[config.mk]
export PLATFORM = sky130hd
export DESIGN_NAME = programmable_watchdog
export DESIGN_NICKNAME = d
export VERILOG_FILES = /design/src/hw/tick_divider.v /design/src/hw/input_sync.v /design/src/hw/programmable_watchdog.v
export VERILOG_INCLUDE_DIRS = /design/src /design/src/hw
export SDC_FILE = /design/constraint.sdc
export NUM_CORES = 1
export LEC_CHECK = 0
export BUFFER_PORTS_ARGS = -buffer_cell sky130_fd_sc_hd__clkbuf_2
export CORE_MARGIN = 1.5
export CORE_UTILIZATION = 48
export DETAILED_ROUTE_END_ITERATION = 7
export HOLD_SLACK_MARGIN = 0.03
export PLACE_DENSITY = 0.77
export SKIP_LAST_GASP = 1
export SYNTH_ARGS = -nofsm -noshare
export SYNTH_HDL_FRONTEND = slang
export SYNTH_SLANG_ARGS = --single-unit
[constraint.sdc]
create_clock -name clock -period 4.3 [get_ports clock]
set_input_delay 0.86 -clock clock [delete_from_list [all_inputs] [get_ports clock]]
set_output_delay 0.86 -clock clock [all_outputs]
set_load 0.01 [all_outputs]
[src/hw/watchdog_defines.vh]
`ifndef WATCHDOG_DEFINES_VH
`define WATCHDOG_DEFINES_VH
// =====================================
// register addresses in host i/o space
`define ADDR_TIME_BASE_SELECT 16'h0a65
`define ADDR_TIMEOUT_INTERVAL 16'h0a66
`define ADDR_RESTART_SOURCE_CONFIG 16'h0a67
`define ADDR_TIMER_CONTROL_STATUS 16'h0a68
// =====================================
// field positions
`define TB_SECONDS_BIT 7
`define CFG_KBD_RESTART_BIT 1
`define CFG_MOUSE_RESTART_BIT 2
`define CTRL_EXPIRED_BIT 0
`define CTRL_FORCE_BIT 2
`define CTRL_KBD_END_BIT 3
// =====================================
// reset values
`define TIME_BASE_RESET 8'h00
`define INTERVAL_RESET 8'h00
`define CONFIG_RESET 8'h00
`define CONTROL_RESET 8'h00
// =====================================
// timing
// clock cycles per second at 10 mhz
`define SECOND_CYCLES 24'h98_9680
`define SECONDS_PER_MINUTE 6'h3c
`define RESET_PULSE_CYCLES 5'h10
`endif

[src/hw/tick_divider.v]
`include "watchdog_defines.vh"
module tick_divider #(
  parameter [23:0] SECOND_CYCLES = `SECOND_CYCLES
) (
  input wire clock,
  input wire rst,
  input wire restart,
  output reg second_tick,
  output reg minute_tick
);
  reg [23:0] cycle_reg;
  reg [5:0] second_reg;
  // =====================================
  // one-second and one-minute ticks
  always @(posedge clock) begin
    if (rst || restart) begin
      cycle_reg <= 24'h00_0000;
      second_reg <= 6'h00;
      second_tick <= 1'b0;
      minute_tick <= 1'b0;
    end else begin
      second_tick <= 1'b0;
      minute_tick <= 1'b0;
      if (cycle_reg == SECOND_CYCLES - 24'h00_0001) begin
        cycle_reg <= 24'h00_0000;
        second_tick <= 1'b1;
        if (second_reg == `SECONDS_PER_MINUTE - 6'h01) begin
          second_reg <= 6'h00;
          minute_tick <= 1'b1;
        end else begin
          second_reg <= second_reg + 6'h01;
        end
      end else begin
        cycle_reg <= cycle_reg + 24'h00_0001;
      end
    end
  end
endmodule

[src/hw/input_sync.v]
module input_sync (
  input wire clock,
  input wire rst,
  input wire async_in,
  output reg sync_out
);
  reg meta_reg;
  // =====================================
  // two-stage synchroniser
  always @(posedge clock) begin
    if (rst) begin
      meta_reg <= 1'b0;
      sync_out <= 1'b0;
    end else begin
      meta_reg <= async_in;
      sync_out <= meta_reg;
    end
  end
endmodule

[src/hw/programmable_watchdog.v]
`include "watchdog_defines.vh"
module programmable_watchdog #(
  parameter [23:0] SECOND_CYCLES = `SECOND_CYCLES
) (
  input wire clock,
  input wire rst,
  input wire [15:0] io_addr,
  input wire [7:0] io_wdata,
  input wire io_write,
  input wire io_read,
  output reg [7:0] io_rdata,
  output reg io_hit,
  input wire kbd_irq,
  input wire mouse_irq,
  input wire key_press,
  output reg system_reset_out,
  output wire expired
);
  localparam ST_IDLE = 3'b001;
  localparam ST_COUNT = 3'b010;
  localparam ST_EXPIRED = 3'b100;

  reg [2:0] state_reg;
  reg [7:0] time_base_reg;
  reg [7:0] interval_reg;
  reg [7:0] config_reg;
  reg key_end_en_reg;
  reg expired_reg;
  reg [7:0] count_reg;
  reg [4:0] pulse_reg;
  reg [2:0] pin_prev_reg;

  wire [2:0] pin_raw;
  wire [2:0] pin_sync;
  wire second_tick;
  wire minute_tick;
  wire unit_tick;
  wire kbd_edge;
  wire mouse_edge;
  wire key_edge;
  wire restart;
  wire force_end;
  wire key_end;
  wire wr_tb;
  wire wr_iv;
  wire wr_cfg;
  wire wr_ctrl;

  // =====================================
  // input synchronisers, one per event pin
  assign pin_raw = {key_press, mouse_irq, kbd_irq};

  genvar gi;
  generate
    for (gi = 0; gi < 3; gi = gi + 1) begin : g_pin
      input_sync input_sync_i (
        .clock(clock),
        .rst(rst),
        .async_in(pin_raw[gi]),
        .sync_out(pin_sync[gi])
      );
    end
  endgenerate

  always @(posedge clock) begin
    if (rst) begin
      pin_prev_reg <= 3'b000;
    end else begin
      pin_prev_reg <= pin_sync;
    end
  end

  // rising edges only, pins idle low
  assign kbd_edge = pin_sync[0] & ~pin_prev_reg[0];
  assign mouse_edge = pin_sync[1] & ~pin_prev_reg[1];
  assign key_edge = pin_sync[2] & ~pin_prev_reg[2];

  // =====================================
  // register decode
  assign wr_tb = io_write && (io_addr == `ADDR_TIME_BASE_SELECT);
  assign wr_iv = io_write && (io_addr == `ADDR_TIMEOUT_INTERVAL);
  assign wr_cfg = io_write && (io_addr == `ADDR_RESTART_SOURCE_CONFIG);
  assign wr_ctrl = io_write && (io_addr == `ADDR_TIMER_CONTROL_STATUS);

  assign restart = (config_reg[`CFG_KBD_RESTART_BIT] && kbd_edge) ||
    (config_reg[`CFG_MOUSE_RESTART_BIT] && mouse_edge);
  assign force_end = wr_ctrl && io_wdata[`CTRL_FORCE_BIT];
  assign key_end = key_end_en_reg && key_edge;

  // =====================================
  // time base ticks
  tick_divider #(
    .SECOND_CYCLES(SECOND_CYCLES)
  ) divider (
    .clock(clock),
    .rst(rst),
    .restart(restart || wr_iv || wr_tb),
    .second_tick(second_tick),
    .minute_tick(minute_tick)
  );

  // seconds when bit 7 set, minutes otherwise
  assign unit_tick = time_base_reg[`TB_SECONDS_BIT] ? second_tick : minute_tick;

  // =====================================
  // registers
  always @(posedge clock) begin
    if (rst) begin
      time_base_reg <= `TIME_BASE_RESET;
      interval_reg <= `INTERVAL_RESET;
      config_reg <= `CONFIG_RESET;
      key_end_en_reg <= 1'b0;
    end else begin
      if (wr_tb) begin
        time_base_reg <= {io_wdata[7], 5'h00, io_wdata[1:0]};
      end
      if (wr_iv) begin
        interval_reg <= io_wdata;
      end
      if (wr_cfg) begin
        // bits other than 2:1 forced to zero
        config_reg <= {4'h0, 1'b0, io_wdata[2:1], 1'b0};
      end
      if (wr_ctrl) begin
        key_end_en_reg <= io_wdata[`CTRL_KBD_END_BIT];
      end
    end
  end

  // =====================================
  // count state machine
  always @(posedge clock) begin
    if (rst) begin
      state_reg <= ST_IDLE;
      count_reg <= 8'h00;
      expired_reg <= 1'b0;
      pulse_reg <= 5'h00;
      system_reset_out <= 1'b0;
    end else begin
      if (pulse_reg != 5'h00) begin
        pulse_reg <= pulse_reg - 5'h01;
        system_reset_out <= 1'b1;
      end else begin
        system_reset_out <= 1'b0;
      end
      case (state_reg)
        ST_IDLE: begin
          if (wr_iv && io_wdata != 8'h00) begin
            count_reg <= io_wdata;
            expired_reg <= 1'b0;
            state_reg <= ST_COUNT;
          end else if (force_end) begin
            expired_reg <= 1'b1;
            pulse_reg <= `RESET_PULSE_CYCLES;
            state_reg <= ST_EXPIRED;
          end
        end
        ST_COUNT: begin
          if (force_end || key_end ||
              (unit_tick && count_reg == 8'h01 && !wr_iv && !restart)) begin
            expired_reg <= 1'b1;
            pulse_reg <= `RESET_PULSE_CYCLES;
            state_reg <= ST_EXPIRED;
          end else if (wr_iv) begin
            if (io_wdata == 8'h00) begin
              state_reg <= ST_IDLE;
            end else begin
              count_reg <= io_wdata;
            end
          end else if (restart) begin
            count_reg <= interval_reg;
          end else if (unit_tick) begin
            count_reg <= count_reg - 8'h01;
          end
        end
        ST_EXPIRED: begin
          if (wr_iv && io_wdata != 8'h00) begin
            count_reg <= io_wdata;
            expired_reg <= 1'b0;
            state_reg <= ST_COUNT;
          end else if (wr_iv) begin
            state_reg <= ST_IDLE;
          end
        end
        default: begin
          state_reg <= ST_IDLE;
        end
      endcase
    end
  end

  assign expired = expired_reg;

  // =====================================
  // read path
  always @(posedge clock) begin
    if (rst) begin
      io_rdata <= 8'h00;
      io_hit <= 1'b0;
    end else begin
      io_hit <= 1'b0;
      if (io_read) begin
        io_hit <= 1'b1;
        case (io_addr)
          `ADDR_TIME_BASE_SELECT: io_rdata <= time_base_reg;
          `ADDR_TIMEOUT_INTERVAL: io_rdata <= interval_reg;
          `ADDR_RESTART_SOURCE_CONFIG: io_rdata <= config_reg;
          `ADDR_TIMER_CONTROL_STATUS: begin
            io_rdata <= {4'h0, key_end_en_reg, 2'b00, expired_reg};
          end
          default: begin
            io_rdata <= 8'h00;
            io_hit <= 1'b0;
          end
        endcase
      end
    end
  end
endmodule

==> results of run 1 <==
-- cells in the final DEF, fill, tap and decap left out, types with 10 or more instances in the layout --
master	instances
clkbuf_2	41
nand3_1	14
inv_1	12
a21oi_1	17
dfxtp_1	82
mux2i_1	20
xnor2_1	19
nor2_1	70
nand2_1	37
o21ai_0	16
nor2b_1	10
xor2_1	15
nor3_1	12
-- worst paths after layout --
path	to	from	slack, ns
worst min-delay path	g_pin[2].input_sync_i.sync_out$_SDFF_PP0_	g_pin[2].input_sync_i.meta_reg$_SDFF_PP0_	0.44
worst min register to register	g_pin[2].input_sync_i.sync_out$_SDFF_PP0_	g_pin[2].input_sync_i.meta_reg$_SDFF_PP0_	0.44
worst max register to register	divider.cycle_reg[7]$_SDFF_PP0_	divider.cycle_reg[13]$_SDFF_PP0_	1.78
worst max-delay path	divider.cycle_reg[7]$_SDFF_PP0_	io_addr[13]	1.39
-- metrics by stage --
step	hold slack, ns	instances	power [mW]	cell area, um^2	setup WS, ns
floorplan	0.4138	434	0.9380	3804	1.687
global placement	0.4259	563	0.9764	4074	1.080
detailed placement	0.4285	563	0.9861	4074	1.030
CTS	0.4426	579	1.592	4293	1.405
global route	0.4559	579	1.662	4293	1.221
finish	0.4375	579	1.581	4293	1.387
-- where the power goes --
part           total (mW)  switching, mW  internal [mW]
logic               0.167         0.0952         0.0717
clock network       0.610          0.281          0.329
registers           0.804         0.0173          0.787
total                1.58          0.393           1.19
-- final cells by class --
type,count,share of cell area
multi-input combinational,324,0.4751
sequential,82,0.3824
timing repair buffer,43,0.05130
clock buffer,10,0.02973
tap,102,0.02973
clock inverter,6,0.02128
inverter,12,0.01049
-- per-layer routing --
metal | track usage | vias up
li1 | - | 1584
met1 | 0.2599 | 1521
met2 | 0.3426 | 82
met3 | 0.05473 | 8
met4 | 0.05641 | 0
met5 | 0 | -
-- cell families after synthesis --
logic type	Yosys count
buffers and inverters	28
AND/OR/NAND/NOR	202
adder cells (fa/ha/maj)	5
XOR/XNOR	34
multiplexers	21
flip-flops	82
AO/OA/AOI/OAI	62
==> results by group, run 1 <==
STA
  – Worst relative slew slack: 0.4260
  – Final period utilization: 0.6773
  – Achievable frequency: between 300 and 400 MHz
  – Final hold violation count: 0
  – Worst slew pin tran: roughly 0.85 ns
  – TNS Setup: 0 ns
  – Number of failing setup endpoints in the final timing report: 0
  – Min Tclk post-route: 2.913 ns
  – Setup repair after global routing missed its margin: no
  – Worst clock skew on the final layout: a little under 0.02 ns
  – Fin. max-slew vios: 0

Synth
  – Dominant cells by area after synthesis: dfxtp_1 43%, nor2_1 6.9%, mux2i_1 5.3%
  – Multiplexer fraction of the synthesized cell area: 0.05559
  – Gate Count Post-Synth: about 430
  – Fraction of registers with async set/reset: 0
  – Cell variety after synth: 58
  – Dominant register cell in the synthesized netlist: dfxtp_1
  – Post-synthesis adder-cell area fraction: 0.01645
  – Xor-xnor portion of the synthesized cell area: 0.07829
  – Number of synthesized flops with an enable pin: 0
  – Post-Syn Nets: 470
  – Cell accounting for the most synthesized area: dfxtp_1
  – Synthesized area per cell: 8.764 um^2
  – Most used standard cells in the synthesized netlist: 82 x dfxtp_1, 70 x nor2_1, 37 x nand2_1
  – Synth Register Bits: 82
  – Fraction of the mapped netlist area in simple logic gates: 0.2845
  – Dominant combinational cell family by area after synthesis: simple AND/OR/NAND/NOR gates
  – Part of the Yosys area used for sequential elements: 0.4316
  – Number of warnings issued by yosys: 0
  – Cell area after synthesis: around 3800 um^2
  – Area share of the leading cell type in the synthesized netlist: 0.4316
  – Leading cell type by number of instances after synthesis: dfxtp_1
  – Complex-gate fraction of the synthesized area: 0.1013

Status
  – Outcome: completed

Global routing
  – Antenna violations before repair: 0
  – Maximum number of pins on one net before global-route repair: 44
  – Wire length of the first global-routing pass: ~14,000 um
  – Remaining Overflow, GRT: 0
  – Vias in the first global route: around 2,900
  – Total track usage: 0.2049

Floorplan
  – Initial Util: 0.4948
  – Width of the die: between 90 and 100 um
  – Row cnt: 32
  – Die outline height: 92.02 um
  – Full die area: 8468 um^2
  – Floorplan core area: 7687 um^2
  – I/O pin cnt: 42

Clock network
  – Clk_lat worst skew: about 0.36 ns
  – Root Driver: clkbuf_8
  – Clock transition at the register clock pins on the worst setup and hold paths after CTS: 0.09 ns
  – Total number of clock tree sinks: 82
  – Maximum level of the CTS H-tree: 3
  – Maximum root-to-sink buffer count: 2
  – Clock tree from TritonCTS: yes
  – Number of CTS-inserted buffers: 9
  – CTS hold repair buffers: 0
  – Post-CTS Setup Repair Bufs: 0
  – Post_cts resized: 0

Min path
  – Worst min path class: flop to flop
  – Hold Crit Depth: 1

Cells and area
  – Nets: slightly above 500
  – Fraction of the core area covered by cells at the end of the flow: 0.5584
  – Total area of multi-input combinational cells: ~2000 um^2
  – Area taken by flip-flops and latches: around 1600 um^2
  – Largest register FFs: 24
  – Share of layout cells above drive strength 1: 0.1551
  – Fillers: 743
  – Antenna Cells: 0
  – Area delta synth->final: 12.86%

Critical path
  – Slowest stage delay, CP: roughly 0.65 ns
  – Buf/Inv on CP: 1
  – Number of cell instances on the worst register-to-register path: 5
  – Worst endpoint required time: 4.51 ns
  – Setup CP Type: input port to flop
  – Crit path DAT: 3.12 ns
  – Nature of the critical path startpoint: input port
  – Crit-path max FO: 24
  – CP cell instances: clkbuf_2 > nor4b_4 > nand3_2 > or4_1 > nand3b_2 > or2_1 > nor2_1
  – Slowest stage cell on the critical path: or4_1
  – Critical Path End Type: flop
  – Cell count along the critical path: 7
  – Cell class contributing the biggest share of worst-path delay: simple AND/OR/NAND/NOR gates

Route
  – DRC violation count after routing: 0
  – Via count: roughly 3,200
  – ANT nets after route: 0
  – Highest signal layer in the routed design: met4
  – Number of search-and-repair iterations in the first detailed-routing pass: 5
  – Routed via count divided by cell count: 5.518
  – DRT iter0 DRCs: ~150
  – Routed WL: about 8300 um
  – Wire length on met3: 455 um
  – Avg WL per Cell: 14.41 um
  – Routed met1 length: slightly below 4000 um
  – Detailed route wirelength on metal2: just under 4000 um

Place
  – Count of port buffers added during placement: 41
  – Detailed placement HPWL: 5979 um
  – Final estimated routing congestion in global placement: approximately 0.94

Power and ir drop
  – Peak supply drop: between 0.15 and 0.2 mV
  – Ratio of total power to cell area: about 370 nW/um^2
  – Lkg Pwr: between 1.5 and 2 nW

Job
  – Number of max-capacitance violations reported: 0
Note: power is estimated with default switching activity, not from simulation.
==> run 2, diff against run 1 <==
- ABC_AREA: default -> 1
- PLACE_DENSITY: 0.77 -> 0.79
- clock period: 4.3 -> 2.5 ns (I/O delays scaled with it)
==> run 2 against run 1 <==
Net effect: clock-buffer cell count down 1; area after synthesis rose by 13%; hold slack worse by 0.12 ns; first-iteration DRC count up 28%; sequential share of layout area down 4.2 points; die area is 13% higher; combinational power grew to 4.7 times the previous value; register-to-register slack worse by 1.3 ns.
==> results by group, run 2 <==
Place
  – Final estimated routing congestion in global placement: 0.9195 (-2.4%)
  – Detailed placement HPWL: 7454 um (+25%)
  – Worst slack at placement: 0.3530 ns (-0.6771 ns)
  – Cell count after placement: 751 (+33%)
  – Count of port buffers added during placement: 41 (unchanged)

Synth
  – Dominant register cell in the synthesized netlist: dfxtp_1
  – Fraction of registers with async set/reset: 0 (unchanged)
  – Part of the Yosys area used for sequential elements: 0.3806 (-0.05096)
  – Post-Syn Nets: 645 (+37%)
  – Leading cell type by number of instances after synthesis: nand2_1
  – Synth Register Bits: 82 (unchanged)
  – Number of warnings issued by yosys: 0 (unchanged)
  – Most used standard cells in the synthesized netlist: 107 x nand2_1, 90 x inv_1, 90 x nor2_1
  – Number of synthesized flops with an enable pin: 0 (unchanged)
  – Dominant cells by area after synthesis: dfxtp_1 38%, nand2_1 9.3%, inv_1 7.8%
  – Cell variety after synth: 46 (-21%)
  – Area share of the leading cell type in the synthesized netlist: 0.3806 (-0.05096)
  – Cell area after synthesis: 4313 um^2 (+13%)
  – Cell accounting for the most synthesized area: dfxtp_1
  – Synthesized area per cell: 7.082 um^2 (-19%)
  – Gate Count Post-Synth: 609 (+40%)

Status
  – Outcome: completed

STA
  – Final period utilization: 0.8022
  – Setup repair after global routing missed its margin: no
  – Fin. max-slew vios: 0 (unchanged)
  – Worst clock skew on the final layout: 0.01089 ns (-0.008331 ns)
  – Achievable frequency: ~500 MHz
  – Number of failing setup endpoints in the final timing report: 0 (unchanged)
  – Worst slew pin tran: 0.5827 ns (-0.2717 ns)
  – Final hold violation count: 0 (unchanged)
  – Min Tclk post-route: about 2 ns
  – Final setup margin: 0.4945 ns (-0.8930 ns)
  – Worst relative slew slack: 0.6101 (+0.1841)
  – TNS Setup: 0 ns (unchanged)

Clock network
  – Post-CTS Setup Repair Bufs: 0 (unchanged)
  – Maximum root-to-sink buffer count: 2 (unchanged)
  – Number of CTS-inserted buffers: 9 (unchanged)
  – Post_cts resized: 0 (unchanged)
  – Maximum level of the CTS H-tree: 3 (unchanged)
  – Clock transition at the register clock pins on the worst setup and hold paths after CTS: 0.09 ns (about the same)
  – Root Driver: clkbuf_8
  – Clk_lat worst skew: 0.37 ns (about the same)
  – Clock tree from TritonCTS: yes
  – CTS hold repair buffers: 0 (unchanged)
  – Total number of clock tree sinks: 82 (unchanged)

Global routing
  – Vias in the first global route: 3,880 (+33%)
  – Total track usage: 0.2158 (+0.01084)
  – Wire length of the first global-routing pass: 16,870 um (+22%)
  – Remaining Overflow, GRT: 0 (unchanged)
  – Antenna violations before repair: 0 (unchanged)
  – Maximum number of pins on one net before global-route repair: 20 (-55%)

Critical path
  – Crit path DAT: 2.26 ns (-0.86 ns)
  – Critical Path End Type: flop
  – Worst setup startpoint: divider.cycle_reg[0]$_SDFF_PP0_
  – Setup CP Type: flop to flop
  – Nature of the critical path startpoint: flop
  – Critical register-to-register path startpoint: divider.cycle_reg[0]$_SDFF_PP0_
  – Crit-path max FO: 4 (-83%)
  – Worst endpoint required time: 2.76 ns (-1.75 ns)

Route
  – Via count: 3,958 (+24%)
  – ANT nets after route: 0 (unchanged)
  – Routed WL: 9648 um (+16%)
  – DRT iter0 DRCs: 187 (+28%)
  – Avg WL per Cell: 12.58 um (-13%)
  – Routed via count divided by cell count: 5.160 (-6.5%)
  – Number of search-and-repair iterations in the first detailed-routing pass: 4 (-1)
  – DRC violation count after routing: 0 (unchanged)

Power and ir drop
  – Combinational cell fraction of total power: 0.242 (+0.136)
  – Power Internal: 2.172 mW (+83%)
  – Lkg Pwr: 2.102 nW (+30%)
  – Part of the total power dissipated in sequential elements: 0.449 (-0.060)
  – Switching power as a share of total power: 0.3305 (+0.08182)
  – Power share of the clock group: 0.310 (-0.076)
  – Ratio of total power to cell area: 673.1 nW/um^2 (+83%)
  – Peak supply drop: 0.4078 mV (+160%)
  – Psw: 1.072 mW (+170%)

Min path
  – Worst min path class: input port to flop
  – Hold Crit Start: mouse_irq

Cells and area
  – Antenna Cells: 0 (unchanged)
  – Share of layout cells above drive strength 1: 0.1791 (+0.02392)
  – Area taken by flip-flops and latches: 1642 um^2 (unchanged)
  – Fillers: 834 (+12%)
  – Nets: 690 (+36%)
  – Largest register FFs: 24 (unchanged)
  – Commonest cells after routing, fill and taps aside: 107 x nand2_1, 90 x inv_1, 90 x nor2_1
  – Total area of multi-input combinational cells: 2251 um^2 (+10%)
  – Post-route insts no fill: 767 (+32%)
  – Most common cell after layout, fill and taps aside: nand2_1
  – Area delta synth->final: 11.75%

Floorplan
  – I/O pin cnt: 42 (unchanged)
  – Floorplan core area: 8721 um^2 (+13%)
  – Row cnt: 34 (+6.3%)
  – Full die area: 9563 um^2 (+13%)
  – Die outline height: 97.79 um (+6.3%)
  – Initial Util: 0.4945 (about the same)
  – Width of the die: 97.79 um (+6.3%)

Job
  – Number of max-capacitance violations reported: 0 (unchanged)
## run 2: cell families after synthesis
family,synth area share
xor+xnor,0.02640
fa+ha+maj,0.01451
compound gates,0.1160
simple gates,0.3650
buf+inv,0.09747
flops,0.3806
## run 2: layer usage
layer | vias up | routed length (um) | global-route usage
met3 | 23 | 309 | 0.04796
li1 | 2038 | - | -
met1 | 1832 | 4090 | 0.2394
met4 | 0 | 233 | 0.09231
met2 | 65 | 5013 | 0.3953
met5 | - | 0 | 0
## run 2: cell type report
class | instances | area share
sequential | 82 | 0.3406
inverter | 99 | 0.07762
tap | 108 | 0.02804
clock inverter | 7 | 0.01687
clock buffer | 9 | 0.02570
timing repair buffer | 42 | 0.04413
multi-input combinational | 420 | 0.4670
## run 2: stage by stage
| step | total power [mW] | util | hold slack (ns) | cell area, um^2 |
|---|---|---|---|---|
| after floorplan | 2.098 | - | 0.3883 | 4313 |
| after global placement | 2.226 | 0.5291 | 0.4052 | 4614 |
| after detailed placement | 2.261 | 0.5291 | 0.4043 | 4614 |
| after CTS | 3.267 | 0.5527 | 0.2957 | 4820 |
| after global routing | 3.450 | 0.5527 | 0.2965 | 4820 |
| final | 3.244 | 0.5527 | 0.3172 | 4820 |
## run 2: power groups by stage
stage / clock [mW] / sequential, mW / combinational (mW)
floorplan: 0 / 1.47 / 0.628
detailed placement: 0 / 1.49 / 0.775
global placement: 0 / 1.48 / 0.744
finish: 1.00 / 1.46 / 0.784
CTS: 1.03 / 1.46 / 0.781
global route: 1.07 / 1.47 / 0.910
## run 2: path summary, 6_finish.rpt
path | end | slack, ns | cells past startpoint
worst max-delay path | divider.cycle_reg[20]$_SDFF_PP0_ | 0.49 | 10
worst max register to register | divider.cycle_reg[20]$_SDFF_PP0_ | 0.49 | 10
worst min register to register | g_pin[1].input_sync_i.sync_out$_SDFF_PP0_ | 0.41 | 2
worst min-delay path | g_pin[1].input_sync_i.meta_reg$_SDFF_PP0_ | 0.32 | 3
## run 2: critical path: stages, from the launching register on
cell and delay, ns:
dfxtp_1 0.36, ha_1 0.18, nand2_1 0.10, nor3_2 0.28
nand3_1 0.12, nor2_1 0.26, nand4_1 0.17, nor2_1 0.23
nand3_1 0.10, nand2_1 0.07, nor2_1 0.03
==> run 3, diff against run 2 <==
- clock period: 2.5 -> 1.65 ns (I/O delays scaled with it)
==> run 3 against run 2 <==
Net effect: the run now ends with setup timing left; worst setup slack got worse by 0.52 ns; wire length increased by 17%; critical endpoint is now divider.cycle_reg[22]$_SDFF_PP0_; fmax increased by 19%; largest power group unchanged; non-clock buffer count increased by 83.
==> results by group, run 3 (synthesis results as in run 2) <==
Floorplan
  – Full die area: 9563 um^2 (unchanged)
  – Row cnt: 34 (unchanged)
  – I/O pin cnt: 42 (unchanged)
  – Width of the die: 97.79 um (unchanged)
  – Die outline height: 97.79 um (unchanged)
  – Floorplan core area: 8721 um^2 (unchanged)
  – Initial Util: 0.4945 (unchanged)

Critical path
  – Slowest stage delay, CP: 0.36 ns (about the same)
  – Crit-path max FO: 3 (-1)
  – Setup CP Type: flop to flop
  – CP cell instances: ha_4 > nand2_2 > nor3_4 > nand3_1 > nor2_2 > nand4_1 > inv_1 > nand2_1 > xor2_1 > nor2_1
  – Crit path DAT: 1.93 ns (-0.33 ns)
  – Nature of the critical path startpoint: flop
  – Worst endpoint required time: 1.90 ns (-0.86 ns)
  – Critical Path End Type: flop
  – Slowest stage cell on the critical path: dfxtp_2

Global routing
  – Remaining Overflow, GRT: 0 (unchanged)
  – Antenna violations before repair: 0 (unchanged)
  – Maximum number of pins on one net before global-route repair: 16 (-20%)
  – Wire length of the first global-routing pass: 18,400 um (+9.1%)
  – Vias in the first global route: 4,278 (+10%)
  – Total track usage: 0.2330 (+0.01726)

Cells and area
  – Largest register FFs: 24 (unchanged)
  – Nets: 776 (+12%)
  – Commonest cells after routing, fill and taps aside: 98 x nand2_1, 85 x inv_1, 79 x buf_4
  – Total area of multi-input combinational cells: 2540 um^2 (+13%)
  – Fraction of the core area covered by cells at the end of the flow: 0.6597 (+0.1070)
  – Antenna Cells: 0 (unchanged)
  – Share of layout cells above drive strength 1: 0.3597 (+0.1807)
  – Fillers: 703 (-16%)
  – Area taken by flip-flops and latches: 1653 um^2 (+0.69%)
  – Fin area: 5753 um^2 (+19%)
  – Most common cell after layout, fill and taps aside: nand2_1
  – Area delta synth->final: 33.39%

Place
  – Instance area at placement: 5145 um^2 (+11%)
  – Detailed placement HPWL: 8054 um (+8.0%)
  – Final estimated routing congestion in global placement: 0.9181 (-0.15%)
  – Count of port buffers added during placement: 41 (unchanged)

STA
  – Min Tclk post-route: 1.679 ns (-0.3268 ns)
  – Worst clock skew on the final layout: 0.009896 ns (-0.0009987 ns)
  – Final setup margin: -0.02877 ns (-0.5232 ns)
  – Worst relative slew slack: 0.7723 (+0.1621)
  – Number of failing setup endpoints in the final timing report: 7 (+7)
  – Final hold violation count: 0 (unchanged)
  – Final period utilization: 1.017 (+0.2152)
  – Fin. max-slew vios: 0 (unchanged)
  – Setup repair after global routing missed its margin: yes
  – Worst slew pin tran: 0.3390 ns (-0.2437 ns)
  – Achievable frequency: 595.7 MHz (+19%)

Power and ir drop
  – Peak supply drop: 0.4677 mV (+15%)
  – Lkg Pwr: 2.574 nW (+22%)
  – Ratio of total power to cell area: 870.6 nW/um^2 (+29%)

Clock network
  – Clk_lat worst skew: 0.36 ns (about the same)
  – Total number of clock tree sinks: 82 (unchanged)
  – Number of CTS-inserted buffers: 9 (unchanged)
  – Maximum root-to-sink buffer count: 2 (unchanged)
  – Clock tree from TritonCTS: yes
  – Maximum level of the CTS H-tree: 3 (unchanged)
  – Root Driver: clkbuf_8
  – Clock transition at the register clock pins on the worst setup and hold paths after CTS: 0.09 ns (about the same)

Route
  – DRC violation count after routing: 0 (unchanged)
  – DRT iter0 DRCs: 218 (+17%)
  – Number of search-and-repair iterations in the first detailed-routing pass: 5 (+1)
  – Avg WL per Cell: 13.25 um (+5.3%)
  – ANT nets after route: 0 (unchanged)
  – Routed WL: 11,300 um (+17%)
  – Routed via count divided by cell count: 5.169 (+0.16%)
  – Via count: 4,409 (+11%)

Min path
  – Worst min path class: input port to flop

Status
  – Failing checks: setup timing
  – Outcome: finished, violations left

Job
  – Number of max-capacitance violations reported: 0 (unchanged)
[run 3: changes by cell type in the layout (fill, tap and decap cells not counted), moves of 6 or more]
cell and delta:
buf_4 +78, dfxtp_1 -9, dfxtp_2 +9, inv_2 +6, nand2_1 -9, nand2_2 +7, nand3_1 -6, nor2_1 -15
nor2_2 +11, nor3_1 -7
[run 3: repair_timing]
action | CTS | global route
resized for setup | 32 | 58
buffers inserted | 5 | 9
gates cloned | 1 | 2
setup endpoints to repair | 42 | 47
pin swaps | 15 | 22
hold buffers | 0 | 0
[run 3: final timing paths]
| path | from | to | slack, ns | cells after the start |
|---|---|---|---|---|
| max | divider.cycle_reg[1]$_SDFF_PP0_ | divider.cycle_reg[22]$_SDFF_PP0_ | -0.03 | 10 |
| min | mouse_irq | g_pin[1].input_sync_i.meta_reg$_SDFF_PP0_ | 0.15 | 3 |
| min reg2reg | g_pin[0].input_sync_i.meta_reg$_SDFF_PP0_ | g_pin[0].input_sync_i.sync_out$_SDFF_PP0_ | 0.42 | 2 |
| max reg2reg | divider.cycle_reg[1]$_SDFF_PP0_ | divider.cycle_reg[22]$_SDFF_PP0_ | -0.03 | 10 |
[run 3: routing by layer]
metal	GRT usage	vias up	wire length (um)
met2	0.4455	115	6154
met1	0.2592	2063	4552
li1	-	2214	-
met5	0	-	0
met4	0.06813	0	129
met3	0.04653	17	466
[run 3: cell type report]
cell class	count	share of cell area
flip-flops and latches	82	0.2873
inverters	99	0.06546
well taps	108	0.02349
clock buffers	9	0.02153
multi-input cells	421	0.4415
clock inverters	7	0.009134
repair inverters	2	0.001522
repair buffers	125	0.1501
[run 3: power by group]
part           internal (mW)  switching, mW
registers               2.10         0.0825
clock network          0.553          0.776
logic                  0.623          0.872
total                   3.28           1.73
[run 3: critical path: cells and delay by family, from the launching register on]
kind	cells	cell delay [ns]
XOR/XNOR	1	0.15
adder cells (fa/ha/maj)	1	0.14
buffers and inverters	1	0.12
flip-flops	1	0.36
AND/OR/NAND/NOR	7	0.81
[run 3: per-stage QoR]
stage | power [mW] | setup TNS [ns] | worst slack, ns | instances | hold WS, ns
final | 5.009 | -0.1344 | -0.02877 | 853 | 0.1521
after global placement | 3.517 | -2.650 | -0.1165 | 820 | 0.3961
after detailed placement | 3.574 | -7.084 | -0.2299 | 820 | 0.4058
after floorplan | 3.178 | 0 | 0.005424 | 609 | 0.3883
after global routing | 5.334 | -3.354 | -0.1941 | 853 | 0.1411
after CTS | 4.938 | -0.02131 | -0.009561 | 842 | 0.1433
